[src/rtl/lbus_pkg.sv]
// shared constants and carrier types for the local bus controller
// assumes a single 200 MHz clock domain and 20-bit external addresses
package lbus_pkg;
    localparam int ADDR_W = 20;
    localparam int DATA_W = 8;
    localparam int SPACE_MSB = 19;
    localparam int SPACE_LSB = 17;
    localparam int SPACES = 8;
    localparam int WAIT_W = 2;
    localparam int CLK_MHZ = 200;
    localparam logic [WAIT_W-1:0] REFRESH_LAST = 2'h1;
    localparam logic [WAIT_W-1:0] WAIT_ZERO = 2'h0;
    localparam logic [WAIT_W-1:0] WAIT_ONE = 2'h1;

    typedef logic [SPACES-1:0][WAIT_W-1:0] wait_cfg_type;
    typedef logic [$clog2(SPACES)-1:0] space_type;

    typedef enum logic [2:0] {
        ST_IDLE = 3'b000,
        ST_ADDR = 3'b001,
        ST_AWAIT = 3'b010,
        ST_STROBE = 3'b011,
        ST_FINISH = 3'b100,
        ST_REFRESH = 3'b101,
        ST_FLOAT = 3'b110,
        ST_HOLD = 3'b111
    } state_type;

    typedef struct packed {
        logic write;
        logic [ADDR_W-1:0] addr;
        logic [DATA_W-1:0] wdata;
    } req_type;

    typedef struct packed {
        logic address_latch_strobe;
        logic rd_n;
        logic wr_n;
        logic bus_oe;
        logic ad_oe;
        logic refresh_n;
        logic [ADDR_W-1:0] addr;
        logic [DATA_W-1:0] ad;
    } pins_type;

    function automatic space_type space_of(input logic [ADDR_W-1:0] a);
        return a[SPACE_MSB:SPACE_LSB];
    endfunction
endpackage

[src/rtl/local_bus_ctrl.sv]
// local bus controller: wait states, address wait, psram refresh, bus hold
// assumes requests come from logic on ref_clk_in; hold and standby are pins
// Operation
// 1M-byte range split in eight spaces, each configured on its own
// per-space wait count stretches the read or write strobe
// global address wait lengthens the address strobe
// pulse mode inserts periodic refresh cycles pulsing refresh request
// access to flagged space also pulses refresh request
// standby holds refresh request low steadily
// external master asserts hold request and waits for acknowledge
// on hold, finish current cycle then float bus outputs
// acknowledge hold only after outputs are floated
// while held, wait handling and periodic refresh generation are suspended
// hold release drops acknowledge and drives bus before next cycle
`timescale 1ns/1ps
module local_bus_ctrl
    import lbus_pkg::*;
#(
    parameter int REFRESH_PERIOD = 64
) (
    // clock and reset
    input wire logic ref_clk_in,
    input wire logic arst_n_in,
    // internal request side
    input wire logic req_valid_in,
    input wire req_type req_in,
    output logic req_accept_out,
    output logic done_out,
    output logic [DATA_W-1:0] rdata_out,
    // configuration levels
    input wire wait_cfg_type wait_cfg_in,
    input wire logic addr_wait_in,
    input wire logic pulse_refresh_en_in,
    input wire logic [SPACES-1:0] refresh_space_in,
    input wire logic standby_in,
    // bus pins
    output logic [ADDR_W-1:0] addr_out,
    output logic addr_oe_out,
    output logic [DATA_W-1:0] ad_out,
    output logic ad_oe_out,
    input wire logic [DATA_W-1:0] ad_in,
    output logic address_latch_strobe_out,
    output logic rd_n_out,
    output logic wr_n_out,
    output logic refresh_request_n_out,
    // bus hold
    input wire logic bus_hold_request_in,
    output logic bus_hold_acknowledge_out
);
    localparam int RC_W = $clog2(REFRESH_PERIOD + 1);
    localparam logic [RC_W-1:0] RC_LAST = RC_W'(REFRESH_PERIOD - 1);

    logic rst_n_a;
    logic rst_n;
    logic hold_q;
    logic standby_q;
    state_type state, next_state;
    pins_type pins, next_pins;
    req_type cur, next_cur;
    logic cur_aw, next_cur_aw;
    logic [WAIT_W-1:0] cur_wait, next_cur_wait;
    logic [WAIT_W-1:0] wcnt, next_wcnt;
    logic [RC_W-1:0] ref_cnt, next_ref_cnt;
    logic pending, next_pending;
    logic ack, next_ack;
    logic accept, next_accept;
    logic done, next_done;
    logic [DATA_W-1:0] rdata, next_rdata;
    logic area_hit;

    // reset release through two flops
    always_ff @(posedge ref_clk_in or negedge arst_n_in) begin
        if (!arst_n_in) begin
            rst_n_a <= 1'b0;
            rst_n <= 1'b0;
        end else begin
            rst_n_a <= 1'b1;
            rst_n <= rst_n_a;
        end
    end

    pin_sync #(.W(2)) u_sync (
        .clk_in(ref_clk_in),
        .rst_n_in(rst_n),
        .d_in({bus_hold_request_in, standby_in}),
        .q_out({hold_q, standby_q})
    );

    assign area_hit = refresh_space_in[space_of(cur.addr)];

    always_comb begin
        next_state = state;
        next_pins = pins;
        next_cur = cur;
        next_cur_aw = cur_aw;
        next_cur_wait = cur_wait;
        next_wcnt = wcnt;
        next_ref_cnt = ref_cnt;
        next_pending = pending;
        next_ack = ack;
        next_accept = 1'b0;
        next_done = 1'b0;
        next_rdata = rdata;
        // timer frozen while held
        if (pulse_refresh_en_in && !ack) begin
            next_ref_cnt = (ref_cnt == RC_LAST) ? '0 : ref_cnt + 1'b1;
        end
        case (state)
            ST_IDLE: begin
                next_pins.address_latch_strobe = 1'b0;
                // hold taken only between cycles
                if (hold_q) begin
                    next_state = ST_FLOAT;
                    next_pins.bus_oe = 1'b0;
                    next_pins.ad_oe = 1'b0;
                // periodic refresh cycle
                end else if (pending && pulse_refresh_en_in) begin
                    next_state = ST_REFRESH;
                    next_wcnt = WAIT_ZERO;
                    next_pending = 1'b0;
                end else if (req_valid_in && !standby_q) begin
                    // space picked from top address bits
                    next_cur = req_in;
                    next_cur_wait = wait_cfg_in[space_of(req_in.addr)];
                    next_cur_aw = addr_wait_in;
                    next_accept = 1'b1;
                    next_state = ST_ADDR;
                    next_pins.address_latch_strobe = 1'b1;
                    next_pins.addr = req_in.addr;
                    next_pins.ad = req_in.addr[DATA_W-1:0];
                    next_pins.ad_oe = 1'b1;
                end
            end
            ST_ADDR: begin
                // one extra address strobe cycle
                if (cur_aw) begin
                    next_state = ST_AWAIT;
                end else begin
                    next_state = ST_STROBE;
                    next_pins.address_latch_strobe = 1'b0;
                end
            end
            ST_AWAIT: begin
                next_state = ST_STROBE;
                next_pins.address_latch_strobe = 1'b0;
            end
            ST_FINISH: begin
                next_state = ST_IDLE;
                next_pins.ad_oe = 1'b0;
            end
            ST_REFRESH: begin
                next_wcnt = wcnt + 1'b1;
                if (wcnt == REFRESH_LAST) begin
                    next_state = ST_IDLE;
                end
            end
            ST_FLOAT: begin
                // acknowledge one cycle after the float
                next_state = ST_HOLD;
                next_ack = 1'b1;
            end
            ST_HOLD: begin
                // release drives the pins again
                if (!hold_q) begin
                    next_state = ST_IDLE;
                    next_ack = 1'b0;
                    next_pins.bus_oe = 1'b1;
                end
            end
            default: begin
                next_state = state;
            end
        endcase
        if (next_state == ST_STROBE && state != ST_STROBE) begin
            next_wcnt = WAIT_ZERO;
            next_pins.ad = cur.wdata;
            next_pins.ad_oe = cur.write;
        end
        if (state == ST_STROBE) begin
            // strobe lasts wait count plus one
            if (wcnt == cur_wait) begin
                next_state = ST_FINISH;
                next_done = 1'b1;
                next_rdata = cur.write ? rdata : ad_in;
            end else begin
                next_wcnt = wcnt + 1'b1;
            end
        end
        // refresh pulse folded into a flagged access
        if (next_state == ST_STROBE && area_hit) begin
            next_pending = 1'b0;
        end
        // set wins over clear
        if (pulse_refresh_en_in && !ack && ref_cnt == RC_LAST) begin
            next_pending = 1'b1;
        end
        next_pins.rd_n = !(next_state == ST_STROBE && !cur.write);
        next_pins.wr_n = !(next_state == ST_STROBE && cur.write);
        // steady low in standby, else pulse cycles
        next_pins.refresh_n = !(standby_q || next_state == ST_REFRESH
            || (next_state == ST_STROBE && area_hit && pulse_refresh_en_in));
    end

    always_ff @(posedge ref_clk_in or negedge rst_n) begin
        if (!rst_n) begin
            state <= ST_IDLE;
            pins <= '{address_latch_strobe: 1'b0, rd_n: 1'b1, wr_n: 1'b1, bus_oe: 1'b1,
                ad_oe: 1'b0, refresh_n: 1'b1, addr: '0, ad: '0};
            cur <= '0;
            cur_aw <= 1'b0;
            cur_wait <= WAIT_ZERO;
            wcnt <= WAIT_ZERO;
            ref_cnt <= '0;
            pending <= 1'b0;
            ack <= 1'b0;
            accept <= 1'b0;
            done <= 1'b0;
            rdata <= '0;
        end else begin
            state <= next_state;
            pins <= next_pins;
            cur <= next_cur;
            cur_aw <= next_cur_aw;
            cur_wait <= next_cur_wait;
            wcnt <= next_wcnt;
            ref_cnt <= next_ref_cnt;
            pending <= next_pending;
            ack <= next_ack;
            accept <= next_accept;
            done <= next_done;
            rdata <= next_rdata;
        end
    end

    assign req_accept_out = accept;
    assign done_out = done;
    assign rdata_out = rdata;
    assign addr_out = pins.addr;
    assign addr_oe_out = pins.bus_oe;
    assign ad_out = pins.ad;
    assign ad_oe_out = pins.ad_oe;
    assign address_latch_strobe_out = pins.address_latch_strobe;
    assign rd_n_out = pins.rd_n;
    assign wr_n_out = pins.wr_n;
    assign refresh_request_n_out = pins.refresh_n;
    assign bus_hold_acknowledge_out = ack;

    // helper: strobe length counter
    logic [WAIT_W:0] strobe_cnt;
    always_ff @(posedge ref_clk_in or negedge rst_n) begin
        if (!rst_n) begin
            strobe_cnt <= '0;
        end else begin
            strobe_cnt <= (!pins.rd_n || !pins.wr_n) ? strobe_cnt + 1'b1 : '0;
        end
    end
endmodule

[src/rtl/pin_sync.sv]
// three-stage pin synchroniser; output moves when stages two and three agree
// assumes inputs are asynchronous levels
`timescale 1ns/1ps
module pin_sync #(
    parameter int W = 1
) (
    // clock and reset
    input wire logic clk_in,
    input wire logic rst_n_in,
    // levels
    input wire logic [W-1:0] d_in,
    output logic [W-1:0] q_out
);
    logic [W-1:0] s1;
    logic [W-1:0] s2;
    logic [W-1:0] s3;
    logic [W-1:0] next_q;

    always_comb begin
        next_q = q_out;
        for (int i = 0; i < W; i++) begin
            if (s2[i] == s3[i]) begin
                next_q[i] = s2[i];
            end
        end
    end

    always_ff @(posedge clk_in or negedge rst_n_in) begin
        if (!rst_n_in) begin
            s1 <= '0;
            s2 <= '0;
            s3 <= '0;
            q_out <= '0;
        end else begin
            s1 <= d_in;
            s2 <= s1;
            s3 <= s2;
            q_out <= next_q;
        end
    end
endmodule

[config.mk]
export PLATFORM = sky130hd
export DESIGN_NAME = local_bus_ctrl
export DESIGN_NICKNAME = d
export VERILOG_FILES = /design/src/rtl/lbus_pkg.sv /design/src/rtl/local_bus_ctrl.sv /design/src/rtl/pin_sync.sv
export SDC_FILE = /design/constraint.sdc
export NUM_CORES = 1
export LEC_CHECK = 0
export BUFFER_PORTS_ARGS = -buffer_cell sky130_fd_sc_hd__buf_4
export CAP_MARGIN = 40
export CORE_ASPECT_RATIO = 0.6
export CORE_MARGIN = 1.5
export CORE_UTILIZATION = 46
export CTS_CLUSTER_SIZE = 30
export DETAILED_ROUTE_END_ITERATION = 12
export PLACE_DENSITY_LB_ADDON = 0.12
export SYNTH_ARGS = -nofsm -noshare
export SYNTH_HDL_FRONTEND = slang
export SYNTH_SLANG_ARGS = --single-unit
[constraint.sdc]
create_clock -name ref_clk_in -period 2.2 [get_ports ref_clk_in]
set_input_delay 0.44 -clock ref_clk_in [delete_from_list [all_inputs] [get_ports ref_clk_in]]
set_output_delay 0.44 -clock ref_clk_in [all_outputs]
set_load 0.01 [all_outputs]
==> results_dict.tcl <==
set metrics [dict create \
    pwr_density_cell_nw_per_um2 1320 \
    final_core_util_pct 64.4 \
    via_count 2676 \
    fmax_ghz 0.520 \
    globalRouteTotalUtil_pct 19.0 \
    synth_edf_count 0 \
    drc 0 \
    finalSetupViolCount 0 \
    tightest_slew_ns 0.530 \
    synth_cell_types 49 \
    cts_tree "built" \
    cts_sinks 80 \
    core-area_sq_um 7480 \
    port_buffers 112 \
    p_int_mw 4.34 \
    die_area_sq_um 8500 \
    crit_fanout 16 \
    reg2reg_to "ad_oe_out" \
    hold_ws_ns 0.216 \
    hold_path_depth 1 \
    drive_above_1_share_pct 36.8 \
    drv_cap 0 \
    diodes 0 \
    die_height_microns 72.0 \
    yosys_most_used_dff "dfrtp_1" \
    postCtsHoldBufs 1 \
    grt_pass1_vias 2639 \
    swShare_pct 32.0 \
    fill_cells 609 \
    finalHoldViolations 0 \
    rsz0062_at_grt "false" \
    syn_inst 345 \
    p_comb_share_pct 34.6 \
    synth_fp_nets 415 \
    p_leak_nw 2.43 \
    crit_family "simple AND/OR/NAND/NOR gates" \
    r2r-start "state[1]" \
    min_period_ns 1.92 \
    h-tree-depth 3 \
    ios 113 \
    grt_max_degree 41 \
    p_switching_mw 2.04 \
    first_pass_iters 4 \
    p_seq_share_pct 39.7 \
    critPathCaptureType "register" \
    cts_buffer_depth 2 \
    drt_iter0_markers 134 \
    start_kind "register" \
    arrival_ns 2.19 \
    seq_area_frac_synth_pct 54.9 \
    cts_buffers 9 \
    crit_type "reg -> reg" \
    avgSynthCellArea_sq_um 10.6 \
    cp_slowest_cell "dfrtp_1" \
    syn2layout_area_growth_pct 31.9 \
    hpwl_microns 5500 \
    start_util_pct 48.9 \
    async_flop_share_pct 100 \
    cp_cell_sequence "or3_4 -> nor2_8 -> nand3_4 -> inv_2 -> buf_4 -> o32ai_1 -> o21ai_1" \
    fin_nets 513 \
    clkLatencyLatePin_ns 0.33 \
    status "finished clean" \
    ant_nets 0 \
    via_per_inst 4.85 \
    yosysWarnings 0 \
    setup_tns_ns 0 \
    antenna_found_initial 0 \
    hold_class "in -> reg" \
    syn_area_sq_um 3650 \
    ys_ff_latch 80 \
    cpPeakStageDelay_ns 0.51 \
    slew_headroom_pct 64.7 \
    grt_pass1_wl_microns 12600 \
    cp_num_buf_inv 2 \
    worstPathRequired_ns 2.46 \
    place_congestion 0.918 \
    placed_cell_area_sq_um 4470 \
    slew_violations 0 \
    rrSetupSlack_ns 0.28 \
    rr_worst_depth 7 \
    ir_worst_vdd_mv 0.606 \
    hold_path_end "u_sync.s1[1]" \
    fin_area_sq_um 4820 \
    postCtsResizedCells 0 \
    die_width_microns 118 \
    cts.root.buffer_cell "clkbuf_16" \
    cts.clk_slew.worst_paths_ns 0.06 \
    clockPowerShare_pct 25.7 \
    fin_crit_sh_pct 87.5 \
    routed_wl_microns 7420 \
    grt_overflow 0 \
    min_from "bus_hold_request_in" \
    cts_setup_buffers 0 \
    avgRoutedWirePerCell_microns 13.4 \
    fin_worst_skew_ns 0.00603 \
    row_count 24 \
]
worst max path at each step:
stage / from / endpoint / slack [ns] / cells past startpoint
finish: state[1] / ad_oe_out / 0.28 / 7
global route: state[1] / ad_out[1] / 0.08 / 6
CTS: state[1] / ad_oe_out / 0.26 / 7
detailed placement: state[1] / ad_oe_out / 0.25 / 7
global placement: state[1] / ad_oe_out / 0.33 / 7
floorplan: cur_wait[1] / rdata_out[0] / 0.60 / 4
layout by cell type (no fill, tap or decap), drive strengths merged, types with 3 or more instances in the layout:
cell	instances
mux4	6
nand2b	3
or3	3
clkbuf	12
o21ai	17
dfstp	4
nand3	4
nand2	115
mux2i	12
a21oi	6
nor2	9
xor2	3
inv	3
nor2b	4
nand4	3
nor3	4
nand3b	3
and2	3
mux2	9
buf	120
dfrtp	76
stage by stage:
stage	cells	setup slack, ns	power (mW)
3_3_place_gp	535	0.331	4.73
3_5_place_dp	535	0.253	4.78
5_1_grt	552	0.0806	6.82
4_1_cts	552	0.261	6.46
6_report	552	0.276	6.37
2_1_floorplan	345	0.603	4.02
synthesized netlist by cell type, types with 5 or more instances:
library cell  number  area share [%]
a21oi_1            6            0.82
buf_4             23             4.7
clkbuf_1           5            0.51
dfrtp_1           76              52
mux2_2             9             2.8
mux2i_1           12             3.3
mux4_2             6             3.7
nand2_1          115              12
nor2_1             7            0.72
o21ai_0           14             1.9
cell families after synthesis:
group | after synthesis | synth area share, %
simple gates | 156 | 19.5
flops | 80 | 54.9
buf+inv | 37 | 7.05
compound gates | 35 | 6.27
mux | 27 | 9.76
xor+xnor | 5 | 1.20
fa+ha+maj | 4 | 1.23
other cells | 1 | 0.103
worst reg2reg max path, cell delays in order (launching register included):
cell     delay, ns
dfrtp_1       0.51
or3_4         0.48
nor2_8        0.13
nand3_4       0.18
inv_2         0.11
buf_4         0.21
o32ai_1       0.12
o21ai_1       0.12
flip-flops by register name, summed over array words and instances (netlist names), 3 cells and up:
signal     count
ad_out         8
rdata_out      8
ref_cnt        7
state          3
cur           29
area by class of cell:
cell class / instances / area, sq um / share of cell area, %
repair buffers: 121 / 936 / 19.4
flip-flops and latches: 80 / 2010 / 41.7
clock inverters: 4 / 75.1 / 1.56
inverters: 3 / 11.3 / 0.234
clock buffers: 12 / 267 / 5.53
well taps: 104 / 130 / 2.70
multi-input cells: 228 / 1390 / 28.8
per-layer routing:
| metal | track usage, % | up-vias | wire length [microns] |
|---|---|---|---|
| met3 | 7.15 | 9 | 551 |
| met1 | 26.6 | 1243 | 3660 |
| met2 | 27.7 | 103 | 3120 |
| li1 | - | 1321 | - |
| met5 | 0 | - | 0 |
| met4 | 5.83 | 0 | 91 |
power by group through the flow:
stage	Clock (mW)	Combinational (mW)	Sequential [mW]
final	1.64	2.21	2.53
after global placement	0	2.19	2.54
after global routing	1.74	2.45	2.64
after CTS	1.68	2.24	2.54
after detailed placement	0	2.23	2.55
after floorplan	0	1.51	2.51
No activity file was read; power rests on OpenSTA's default activity.
